File: src/inc/adcrb_regs.svh
`ifndef ADCRB_REGS_SVH
`define ADCRB_REGS_SVH
// ----------------------------------------
// Register offsets
// ----------------------------------------
`define ADCRB_OFS_IO_PORT     6'h01
`define ADCRB_OFS_REVISION    6'h02
`define ADCRB_OFS_TEST        6'h03
`define ADCRB_OFS_READY       6'h04
`define ADCRB_OFS_CHECKSUM    6'h05
`define ADCRB_OFS_ADC_ZERO    6'h06
`define ADCRB_OFS_ADC_GAIN    6'h07
`define ADCRB_OFS_CH_RESULT   6'h08
`define ADCRB_OFS_CH_ZERO     6'h10
// ----------------------------------------
// Port register fields
// ----------------------------------------
`define ADCRB_BIT_PIN_A       7
`define ADCRB_BIT_PIN_B       6
`define ADCRB_BIT_DIR_A       5
`define ADCRB_BIT_DIR_B       4
`define ADCRB_BIT_RDY_FN      3
`define ADCRB_BIT_LOW_PWR     2
`define ADCRB_BIT_SYNC_EN     0
// ----------------------------------------
// Reset values
// ----------------------------------------
`define ADCRB_RST_DIR         1'b1
`define ADCRB_RST_COEFF       24'h800000
`define ADCRB_RST_RESULT      24'h008000
`define ADCRB_RST_FLAGS       8'h00
`define ADCRB_ALL_FLAGS       8'hff
// Generic part code: arbitrary value
`define ADCRB_GENERIC_CODE    4'h6
`define ADCRB_CH_ZERO_MASK    24'hbfffff
`endif

File: src/inc/adcrb_pkg.sv
package adcrb_pkg;
    typedef enum logic [1:0] {
        CAL_ADC_ZERO,
        CAL_ADC_GAIN,
        CAL_CH_ZERO,
        CAL_OTHER
    } adcrb_cal_e;
    typedef logic [2:0]  adcrb_ch_t;
    typedef logic [23:0] adcrb_word_t;
endpackage

File: src/logic/adcrb_regs.sv
`timescale 1ns/1ps
`default_nettype none
`include "adcrb_regs.svh"
// Functional notes
// RULE1 - Output pins follow their port bit; input pins read back live.
// RULE2 - Direction bit 1 means input, 0 output; both reset to 1.
// RULE3 - Ready low on any unread channel, or all enabled with function bit.
// RULE4 - Low power bit selects reduced power; clock then at most 4 MHz.
// RULE5 - Host always writes 0 to port register bit 1.
// RULE6 - Sync bit resets 0; when set pin b synchronises modulator and filter.
// RULE7 - Revision reads revision code high nibble, generic code low nibble.
// RULE8 - Host leaves the factory test register at its default.
// RULE9 - Finished conversion updates channel data and sets its ready flag.
// RULE10 - Reading channel data clears that channel's ready flag.
// RULE11 - Flag also clears while an unread result is being overwritten.
// RULE12 - Any mode register write clears all eight ready flags.
// RULE13 - Calibration holds all flags 0, then sets all to 1 at the end.
// RULE14 - Ready flag bit n belongs to channel n.
// RULE15 - Coefficient writes take effect only in idle mode.
// RULE16 - Converter zero coefficient loads after its self calibration.
// RULE17 - Host runs gain self calibration only on 2.5 V ranges.
// RULE18 - Channel data 16 bits reset 0x8000, 24 bits when width bit set.
// RULE19 - A result arriving during any data read is dropped.
// RULE20 - Status accompanies data in continuous read, optionally in dump.
// RULE21 - Channel zero coefficient is sign plus 22 bit magnitude, auto loaded.
// RULE22 - Converter and channel coefficients scale every channel result.
// RULE23 - Command read/write bit: 0 write, 1 read.
// RULE24 - Six bit address selects register; low three bits give channel.
// RULE25 - Reserved bits read 0 and ignore writes.
module adcrb_regs #(
    parameter logic [3:0]  REVISION_CODE = 4'h1, // Arbitrary value
    parameter logic [23:0] TEST_DEFAULT  = 24'h000000,
    parameter logic [15:0] CSUM_DEFAULT  = 16'h0000
) (
    input  wire logic        core_clk_i,
    input  wire logic        rst_n_i,
    input  wire logic        cmd_valid_i,
    input  wire logic        cmd_rw_i,
    input  wire logic [5:0]  cmd_addr_i,
    input  wire logic [23:0] cmd_wdata_i,
    output logic      [23:0] rd_data_o,
    output logic      [7:0]  rd_status_o,
    output logic             rd_status_vld_o,
    input  wire logic        read_busy_i,
    input  wire logic        cont_read_i,
    input  wire logic        dump_status_i,
    input  wire logic        mode_write_i,
    input  wire logic        mode_wide_i,
    input  wire logic        mode_idle_i,
    input  wire logic        mode_cal_i,
    input  wire logic [7:0]  ch_enable_i,
    input  wire logic        conv_done_i,
    input  wire logic [2:0]  conv_ch_i,
    input  wire logic [23:0] conv_raw_i,
    input  wire logic        cal_done_i,
    input  wire logic [1:0]  cal_kind_i,
    input  wire logic [2:0]  cal_ch_i,
    input  wire logic [23:0] cal_coeff_i,
    input  wire logic        port_pin_a_i,
    output logic             port_pin_a_o,
    output logic             port_pin_a_oe_n_o,
    input  wire logic        port_pin_b_i,
    output logic             port_pin_b_o,
    output logic             port_pin_b_oe_n_o,
    output logic             filter_sync_o,
    output logic             ready_n_o,
    output logic             low_power_select_o
);
    // ----------------------------------------
    // State
    // ----------------------------------------
    logic [7:0]  flags_reg, flags_next;
    logic [23:0] result_reg [8], result_next [8];
    logic [23:0] ch_zero_reg [8], ch_zero_next [8];
    logic [23:0] adc_zero_reg, adc_zero_next;
    logic [23:0] adc_gain_reg, adc_gain_next;
    logic [23:0] test_reg, test_next;
    logic [15:0] csum_reg, csum_next;
    logic        pin_a_reg, pin_a_next, pin_b_reg, pin_b_next;
    logic        dir_a_reg, dir_a_next, dir_b_reg, dir_b_next;
    logic        rdy_fn_reg, rdy_fn_next, low_pwr_reg, low_pwr_next;
    logic        sync_en_reg, sync_en_next;
    logic        upd_vld_reg, upd_vld_next;
    logic [2:0]  upd_ch_reg, upd_ch_next;
    logic [23:0] upd_data_reg, upd_data_next;
    logic [23:0] rd_data_next;
    logic [7:0]  rd_status_next;
    logic        rd_status_vld_next;

    function automatic logic in_bank(input logic [5:0] a,
                                     input logic [5:0] base);
        in_bank = (a[5:3] == base[5:3]);
    endfunction

    logic        wr, rd, rd_res;
    logic [7:0]  port_val;
    logic [23:0] offs, scaled, czv, czoff;
    logic [47:0] prod;
    assign wr     = cmd_valid_i && !cmd_rw_i;                    // [RULE23]
    assign rd     = cmd_valid_i && cmd_rw_i;                     // [RULE23]
    assign rd_res = rd && in_bank(cmd_addr_i, `ADCRB_OFS_CH_RESULT);

    // ----------------------------------------
    // Result scaling
    // ----------------------------------------
    // Offset binary throughout; gain 0x800000 is unity
    assign offs  = conv_raw_i - adc_zero_reg + `ADCRB_RST_COEFF;   // [RULE22]
    assign prod  = {24'h000000, offs} * {24'h000000, adc_gain_reg};
    assign czv   = ch_zero_reg[conv_ch_i];
    assign czoff = czv[23] ? ~{2'b00, czv[21:0]} + 24'h000001
                           : {2'b00, czv[21:0]};                 // [RULE21]
    assign scaled = prod[46:23] - czoff;                         // [RULE22]

    // ----------------------------------------
    // Port pins and ready output
    // ----------------------------------------
    assign port_pin_a_o      = pin_a_reg;                        // [RULE1]
    assign port_pin_a_oe_n_o = dir_a_reg;                        // [RULE2]
    assign port_pin_b_o      = pin_b_reg;
    // Sync function owns pin b, so never drive it then
    assign port_pin_b_oe_n_o = dir_b_reg || sync_en_reg;         // [RULE6]
    assign filter_sync_o     = sync_en_reg && !port_pin_b_i;     // [RULE6]
    assign low_power_select_o = low_pwr_reg;                     // [RULE4]
    assign ready_n_o = rdy_fn_reg
                     ? !((flags_reg & ch_enable_i) == ch_enable_i)
                     : !(|flags_reg);                            // [RULE3]
    always_comb begin
        port_val = 8'h00;                                        // [RULE25]
        port_val[`ADCRB_BIT_PIN_A] = dir_a_reg ? port_pin_a_i
                                               : pin_a_reg;      // [RULE1]
        port_val[`ADCRB_BIT_PIN_B] = dir_b_reg ? port_pin_b_i
                                               : pin_b_reg;      // [RULE1]
        port_val[`ADCRB_BIT_DIR_A]   = dir_a_reg;
        port_val[`ADCRB_BIT_DIR_B]   = dir_b_reg;
        port_val[`ADCRB_BIT_RDY_FN]  = rdy_fn_reg;
        port_val[`ADCRB_BIT_LOW_PWR] = low_pwr_reg;
        port_val[`ADCRB_BIT_SYNC_EN] = sync_en_reg;
    end

    // ----------------------------------------
    // Next state
    // ----------------------------------------
    always_comb begin
        flags_next    = flags_reg;
        result_next   = result_reg;
        ch_zero_next  = ch_zero_reg;
        adc_zero_next = adc_zero_reg;
        adc_gain_next = adc_gain_reg;
        test_next     = test_reg;
        csum_next     = csum_reg;
        pin_a_next    = pin_a_reg;
        pin_b_next    = pin_b_reg;
        dir_a_next    = dir_a_reg;
        dir_b_next    = dir_b_reg;
        rdy_fn_next   = rdy_fn_reg;
        low_pwr_next  = low_pwr_reg;
        sync_en_next  = sync_en_reg;
        upd_vld_next  = conv_done_i;
        upd_ch_next   = conv_ch_i;
        upd_data_next = mode_wide_i ? scaled
                                    : {8'h00, scaled[23:8]};     // [RULE18]
        rd_data_next  = rd_data_o;
        rd_status_next     = rd_status_o;
        rd_status_vld_next = 1'b0;

        // Clears first, so that any set below wins
        if (mode_write_i)
            flags_next = `ADCRB_RST_FLAGS;                       // [RULE12]
        if (mode_cal_i)
            flags_next = `ADCRB_RST_FLAGS;                       // [RULE13]
        if (rd_res)
            flags_next[cmd_addr_i[2:0]] = 1'b0;                  // [RULE10]
        if (conv_done_i)
            flags_next[conv_ch_i] = 1'b0;                        // [RULE11]
        // A read in flight keeps its data; that result is lost
        if (upd_vld_reg && !read_busy_i) begin                   // [RULE19]
            result_next[upd_ch_reg] = upd_data_reg;              // [RULE9]
            flags_next[upd_ch_reg]  = 1'b1;                      // [RULE14]
        end
        if (cal_done_i) begin
            flags_next = `ADCRB_ALL_FLAGS;                       // [RULE13]
            case (adcrb_pkg::adcrb_cal_e'(cal_kind_i))
                adcrb_pkg::CAL_ADC_ZERO:
                    adc_zero_next = cal_coeff_i;                 // [RULE16]
                adcrb_pkg::CAL_ADC_GAIN:
                    adc_gain_next = cal_coeff_i;
                adcrb_pkg::CAL_CH_ZERO:
                    ch_zero_next[cal_ch_i] =
                        cal_coeff_i & `ADCRB_CH_ZERO_MASK;       // [RULE21]
                default: ;
            endcase
        end

        if (wr) begin
            case (cmd_addr_i)                                    // [RULE24]
                `ADCRB_OFS_IO_PORT: begin
                    pin_a_next   = cmd_wdata_i[`ADCRB_BIT_PIN_A];
                    pin_b_next   = cmd_wdata_i[`ADCRB_BIT_PIN_B];
                    dir_a_next   = cmd_wdata_i[`ADCRB_BIT_DIR_A]; // [RULE2]
                    dir_b_next   = cmd_wdata_i[`ADCRB_BIT_DIR_B]; // [RULE2]
                    rdy_fn_next  = cmd_wdata_i[`ADCRB_BIT_RDY_FN];
                    low_pwr_next = cmd_wdata_i[`ADCRB_BIT_LOW_PWR];
                    sync_en_next = cmd_wdata_i[`ADCRB_BIT_SYNC_EN];
                end
                `ADCRB_OFS_TEST:     test_next = cmd_wdata_i;
                `ADCRB_OFS_CHECKSUM: csum_next = cmd_wdata_i[15:0];
                `ADCRB_OFS_ADC_ZERO:
                    if (mode_idle_i)
                        adc_zero_next = cmd_wdata_i;             // [RULE15]
                `ADCRB_OFS_ADC_GAIN:
                    if (mode_idle_i)
                        adc_gain_next = cmd_wdata_i;             // [RULE15]
                default:
                    if (in_bank(cmd_addr_i, `ADCRB_OFS_CH_ZERO) &&
                        mode_idle_i)
                        ch_zero_next[cmd_addr_i[2:0]] =
                            cmd_wdata_i & `ADCRB_CH_ZERO_MASK;   // [RULE15]
            endcase
        end

        if (rd) begin
            case (cmd_addr_i)                                    // [RULE24]
                `ADCRB_OFS_IO_PORT:  rd_data_next = {16'h0000, port_val};
                `ADCRB_OFS_REVISION:
                    rd_data_next = {16'h0000, REVISION_CODE,
                                    `ADCRB_GENERIC_CODE};        // [RULE7]
                `ADCRB_OFS_TEST:     rd_data_next = test_reg;
                `ADCRB_OFS_READY:
                    rd_data_next = {16'h0000, flags_reg};        // [RULE14]
                `ADCRB_OFS_CHECKSUM: rd_data_next = {8'h00, csum_reg};
                `ADCRB_OFS_ADC_ZERO: rd_data_next = adc_zero_reg;
                `ADCRB_OFS_ADC_GAIN: rd_data_next = adc_gain_reg;
                default:
                    if (rd_res) begin
                        rd_data_next = result_reg[cmd_addr_i[2:0]];
                        rd_status_next = {cmd_addr_i[2:0], 1'b0,
                                          flags_reg[cmd_addr_i[2:0]],
                                          3'b000};
                        rd_status_vld_next =
                            cont_read_i || dump_status_i;        // [RULE20]
                    end else if (in_bank(cmd_addr_i,
                                         `ADCRB_OFS_CH_ZERO))
                        rd_data_next = ch_zero_reg[cmd_addr_i[2:0]];
                    else
                        rd_data_next = 24'h000000;               // [RULE25]
            endcase
        end
    end

    // ----------------------------------------
    // Registers
    // ----------------------------------------
    always_ff @(posedge core_clk_i or negedge rst_n_i) begin
        if (!rst_n_i) begin
            flags_reg    <= `ADCRB_RST_FLAGS;
            for (int i = 0; i < 8; i++) begin
                result_reg[i]  <= `ADCRB_RST_RESULT;             // [RULE18]
                ch_zero_reg[i] <= `ADCRB_RST_COEFF;
            end
            adc_zero_reg <= `ADCRB_RST_COEFF;                    // [RULE16]
            adc_gain_reg <= `ADCRB_RST_COEFF;
            test_reg     <= TEST_DEFAULT;
            csum_reg     <= CSUM_DEFAULT;
            pin_a_reg    <= 1'b0;
            pin_b_reg    <= 1'b0;
            dir_a_reg    <= `ADCRB_RST_DIR;                      // [RULE2]
            dir_b_reg    <= `ADCRB_RST_DIR;                      // [RULE2]
            rdy_fn_reg   <= 1'b0;
            low_pwr_reg  <= 1'b0;
            sync_en_reg  <= 1'b0;                                // [RULE6]
            upd_vld_reg  <= 1'b0;
            upd_ch_reg   <= 3'h0;
            upd_data_reg <= 24'h000000;
            rd_data_o    <= 24'h000000;
            rd_status_o  <= 8'h00;
            rd_status_vld_o <= 1'b0;
        end else begin
            flags_reg    <= flags_next;
            result_reg   <= result_next;
            ch_zero_reg  <= ch_zero_next;
            adc_zero_reg <= adc_zero_next;
            adc_gain_reg <= adc_gain_next;
            test_reg     <= test_next;
            csum_reg     <= csum_next;
            pin_a_reg    <= pin_a_next;
            pin_b_reg    <= pin_b_next;
            dir_a_reg    <= dir_a_next;
            dir_b_reg    <= dir_b_next;
            rdy_fn_reg   <= rdy_fn_next;
            low_pwr_reg  <= low_pwr_next;
            sync_en_reg  <= sync_en_next;
            upd_vld_reg  <= upd_vld_next;
            upd_ch_reg   <= upd_ch_next;
            upd_data_reg <= upd_data_next;
            rd_data_o    <= rd_data_next;
            rd_status_o  <= rd_status_next;
            rd_status_vld_o <= rd_status_vld_next;
        end
    end
endmodule
`default_nettype wire

File: config.mk
export PLATFORM = sky130hd
export DESIGN_NAME = adcrb_regs
export DESIGN_NICKNAME = d
export VERILOG_FILES = /design/src/inc/adcrb_pkg.sv /design/src/logic/adcrb_regs.sv
export VERILOG_INCLUDE_DIRS = /design/src /design/src/inc
export SDC_FILE = /design/constraint.sdc
export NUM_CORES = 2
export LEC_CHECK = 0
export CAP_MARGIN = 20
export CORE_MARGIN = 4
export CORE_UTILIZATION = 60
export CTS_CLUSTER_SIZE = 25
export DETAILED_ROUTE_END_ITERATION = 8
export DONT_BUFFER_PORTS = 1
export HOLD_SLACK_MARGIN = 0.08
export MAX_ROUTING_LAYER = met4
export PLACE_DENSITY = 0.76
export REMOVE_ABC_BUFFERS = 1
export SYNTH_ARGS = -nofsm -noshare
export SYNTH_HDL_FRONTEND = slang
export SYNTH_SLANG_ARGS = --single-unit
File: constraint.sdc
create_clock -name core_clk_i -period 19.34 [get_ports core_clk_i]
set_input_delay 0.967 -clock core_clk_i [delete_from_list [all_inputs] [get_ports core_clk_i]]
set_output_delay 0.967 -clock core_clk_i [all_outputs]
set_load 0.05 [all_outputs]
# Word-level counts from Yosys, hierarchy flattened
# Index checks and enable logic that the tools add are counted.
# word_totals
elab_cells	161
inputBits	109
romBits	0
latch_bits	0
mem_bits_rw	0
out_inout_bits	40
regBits	544
memories	0
# classes
add_sub_neg	4
bitwise	12
n_mul	1
magnitude_cmp	13
div_mod_pow	0
n_eq_ne	12
n_reduce_logical	27
n_mux	58
shifts	0
# op_table
cell	n
$mux W192	5
$bwmux W192	3
$mux W24	23
$bmux W24 S3	3
$demux W24 S3	3
$pmux W24 S7	1
$mux W8	6
$sub A24 B24 Y24	2
$mul A24 B24 Y47	1
$add A24 B1 Y24 const B	1
$add A24 B24 Y24 const B	1
$and A8 B8 Y8	3
$eq A6 B3 Y1 const B	4
$not A22 Y24	1
$ge A4 B4 Y1 const B	4
$not A3 Y4	4
$not A8 Y8	2
$eq A6 B2 Y1 const B	2
$logic_and A1 B1 Y1	12
$lt A3 B4 Y1 const B	3
$lt A4 B1 Y1 const B	3
$mux W1	10
$demux W1 S3	3
$ge A3 B1 Y1 const B	3
other kinds (17)	24

# Longest topological paths before layout
# logic_depth
ltp_word	12
mapped_depth	51
ltp_nobuf	50

# Worst setup path after synthesis
# Ideal clock, no wire load.
# synth_path
kind	input -> register
start	input conv_raw_i[1]
end	register upd_data_reg[15]
stages	44
setup_time_ps	79
path_slack_ps	7641
arrival_ps	11619
required_ps	19261
n_path_buf	1
cell_sequence	ha_1 ha_1 fa_1 a211oi_1 o21a_1 o31a_1 a2bb2oi_1 a21oi_1 a211o_1 nand2_1 xnor2_1 clkbuf_1 nand2_1 fa_1 fa_1 fa_1 fa_1 inv_1 (+8 left out) nand4_1 nand2_2 or2_2 and2_1 o21a_1 nor2_1 xnor2_1 ha_1 or3_1 o21ai_0 a21oi_1 a21o_1 a41oi_1 a211o_1 o21ai_1 xnor2_1 xnor3_1 mux2i_1
# synth_via
elab_chain_len	5
# synth_lines
element	line_no	text
start: declaration	adcrb_regs.sv:54	input wire logic [23:0] conv_raw_i,
$sub A24 B24 Y24	adcrb_regs.sv:107	assign offs = conv_raw_i - adc_zero_reg + `ADCRB_RST_COEFF;
$add A24 B24 Y24 (no source line)	--	
$mul A24 B24 Y47	adcrb_regs.sv:108	assign prod = {24'h000000, offs} * {24'h000000, adc_gain_reg};
$sub A24 B24 Y24	adcrb_regs.sv:112	assign scaled = prod[46:23] - czoff;
$mux W24	adcrb_regs.sv:160	upd_data_next = mode_wide_i ? scaled
named net upd_data_next[15]	adcrb_regs.sv:85	logic [23:0] upd_data_reg, upd_data_next;
end signal: assignment	adcrb_regs.sv:294	upd_data_reg <= upd_data_next;
end: declaration	adcrb_regs.sv:85	
# The timed path passes the listed nets, and every way through them passes these cells.
# A chain may end at the register's enable or synchronous reset.

# Worst setup path after layout
# layout_path
start	register adc_zero_reg[1]
end	register upd_data_reg[15]
# layout_via
elab_chain_len	5
# layout_lines
element	line_no	text
start: declaration	adcrb_regs.sv:75	logic [23:0] adc_zero_reg, adc_zero_next;
start signal: assignment	adcrb_regs.sv:260	adc_zero_reg <= `ADCRB_RST_COEFF;
start signal: assignment	adcrb_regs.sv:281	adc_zero_reg <= adc_zero_next;
$sub A24 B24 Y24	adcrb_regs.sv:107	
$add A24 B24 Y24 (no source line)	--	
$mul A24 B24 Y47	adcrb_regs.sv:108	
$sub A24 B24 Y24	adcrb_regs.sv:112	
$mux W24	adcrb_regs.sv:160	
named net upd_data_next[15]	adcrb_regs.sv:85	
# The timed path passes the listed nets, and every way through them passes these cells.

==> flow_summary.toml <==
[critical_path]
r2r_start = "adc_zero_reg[1]"
cp_max_fo = 24
cp_slowest_stage_delay_ns = 0.63
r2r_cells = 45
cp-start-kind = "flip-flop"
worstSetupEndpointType = "flip-flop"
crit_slowest_cell = "or4b_1"
path_common_cell = "fa_1"
cp.required_ns = 19.86
rrSetupSlack_ns = 6.96
arrival_ns = 12.90
regToRegEndpoint = "upd_data_reg[15]"
crit_type = "flip-flop to flip-flop"

[die]
die_area_sq_um = 85800
rows = 104
die_h_um = 293
floorplan.io_pins = 149
initial_core_util = 0.605
core_area_sq_um = 80500
die_w_um = 293

[logic_synthesis]
ys.warnings.count = 0
synth_seq_area_share = 0.280
async_reset_ff_frac = 1.00
synthDistinctLibCells = 90
synthesis.instances = 4736
syn_area_sq_um = 48700
synthFlopType = "dfrtp_1"
yosysTopAreaCell = "dfrtp_1"
yosys-top-cells-area = "dfrtp_1 27%, fa_1 20%, mux4_2 6.3%, ha_1 6.0%, mux2_2 6.0%"
synth_edf_count = 0
synth_top_area_share = 0.269
avgSynthCellArea_sq_um = 10.3
synth_seq_cells = 544

[detailed_routing]
drt_iter0_drc = 3411
routed_via_density = 6.21
num_vias = 35100
avgRoutedWirePerCell_um = 24.2
drc_errors = 0
first_pass_iters = 7
drt_wl_total_mm = 137
ant_nets = 0

[clock_network]
cts.clk_slew.worst_paths_ns = 0.06
clock_path_buffers = 3
clock_sinks = 544
cts_hold_buf = 2
post_cts_buffers = 0
cts-buffers-inserted = 51
cts_tree = "yes"
cts_max_level = 2
root_buffer = "clkbuf_16"
clk_latency_ns = 0.61
cts.repair.resized = 0

[global_routing]
grt-ovfl-total = 0
grtUsageTotal = 0.333
grt.met1_usage = 0.435
grt.met2_usage = 0.517
grt_pass1_wl_mm = 215
busiest_layer = "met2"
grt_pass1_vias = 36800
antenna_found_initial = 8
grtUsageMet3 = 0.0688
grt_max_degree = 509

[run]
drv_cap = 0

[timing]
tightest_slew_ns = 1.97
max-slew-margin-rel = -0.313
fin_crit_ns = 12.38
finalMaxSlewViolations = 197
fin_skew_ns = 0.0192
fmax_mhz = 80.8
rsz0062_at_grt = "false"
setup_violations = 0
setup_tns_ns = 0
period_share = 0.640
hold_viol_final = 0

[run_status]
outcome = "finished, violations left"
violations = "max-slew violations"

[hold_path]
hp-class = "input port to async pin"

[placed_design]
dpl.hpwl_mm = 95.2
gp_routability_congestion = 0.961
io_buffers = 0

[finish]
nets = 5362
drive_gt1_frac = 0.139
syn_to_final_growth_pct = 5.31
-- layer usage --
layer  vias to the layer above  share of wire
met1                     17900           0.39
li1                      15200              -
met4                         0          0.046
met3                       331           0.10
met5                         -              0
met2                      1723           0.46
-- cell type report --
| cell class | instances | area [sq um] |
|---|---|---|
| multi-input cells | 3287 | 31800 |
| clock buffers | 75 | 1530 |
| well taps | 1060 | 1330 |
| clock inverters | 17 | 254 |
| inverters | 580 | 2180 |
| flip-flops and latches | 544 | 13600 |
| fillers | 6295 | 29200 |
| diodes | 13 | 32.5 |
| repair buffers | 73 | 613 |
-- cells in the mapped netlist (all sizes together) (57+ instances only) --
library cell / n
mux2i: 275
clkbuf: 270
inv: 580
mux2: 261
mux4: 137
o21ai: 142
nor2: 286
buf: 58
nand2: 422
a21oi: 264
dfrtp: 524
fa: 482
ha: 234
and2: 327
xnor2: 57
-- how the worst max path moves through the flow --
stage                        to  cells after the start  slack (ns)       startpoint
6_report       upd_data_reg[15]                     45        6.96  adc_zero_reg[1]
5_1_grt        upd_data_reg[15]                     48        6.30  adc_zero_reg[1]
4_1_cts        upd_data_reg[15]                     45        6.98  adc_zero_reg[1]
3_5_place_dp   upd_data_reg[15]                     44        6.52    conv_raw_i[1]
3_3_place_gp   upd_data_reg[15]                     44        6.76    conv_raw_i[1]
2_1_floorplan  upd_data_reg[15]                     44        7.29    conv_raw_i[1]
-- logic make-up (layout without fill, tap and decap cells) --
kind of cell | after synthesis | after routing | synth area share
compound gates | 572 | 572 | 0.0698
xor+xnor | 85 | 85 | 0.0156
fa+ha+maj | 716 | 716 | 0.258
buf+inv | 908 | 745 | 0.0726
flops | 544 | 544 | 0.280
mux | 673 | 673 | 0.181
other cells | 1 | 17 | 0.0000769
simple gates | 1237 | 1237 | 0.123
-- critical path: cells and delay by family, from the launching register on --
family	cells	cell delay (ns)
AO/OA/AOI/OAI	14	3.00
XOR/XNOR	4	0.85
adder cells (fa/ha/maj)	12	5.18
buffers and inverters	5	0.53
flip-flops	1	0.40
multiplexers	1	0.15
AND/OR/NAND/NOR	9	2.17
-- cell usage in the layout (no fill, tap or decap), types with 25 or more instances in the layout --
cell type,Yosys,layout
nor2_1,284,283
and2_1,325,324
mux4_2,137,137
nand2_1,421,416
mux2i_1,268,268
nor3_1,39,37
inv_1,579,579
dfrtp_1,524,524
fa_1,482,482
buf_4,7,67
o21ai_0,137,137
ha_1,234,234
xnor2_1,57,45
a21o_1,25,25
nor2b_1,37,36
clkbuf_16,0,53
xor2_1,27,25
mux2_2,260,260
a21oi_1,263,263
-- metrics by stage --
step                hold slack (ns)  std cells   util  setup slack, ns  area (sq um)
floorplan                     0.471       4411      -             7.29         47400
global placement              0.481       5538  0.613             6.76         49400
detailed placement            0.490       5538  0.613             6.52         49400
CTS                          0.0947       5632  0.636             6.98         51200
global route                 0.0926       5643  0.637             6.30         51300
finish                        0.124       5649  0.637             6.96         51300
Power is not shown: default switching activity piles up to over one toggle a cycle in this logic, so the estimate is an artifact.
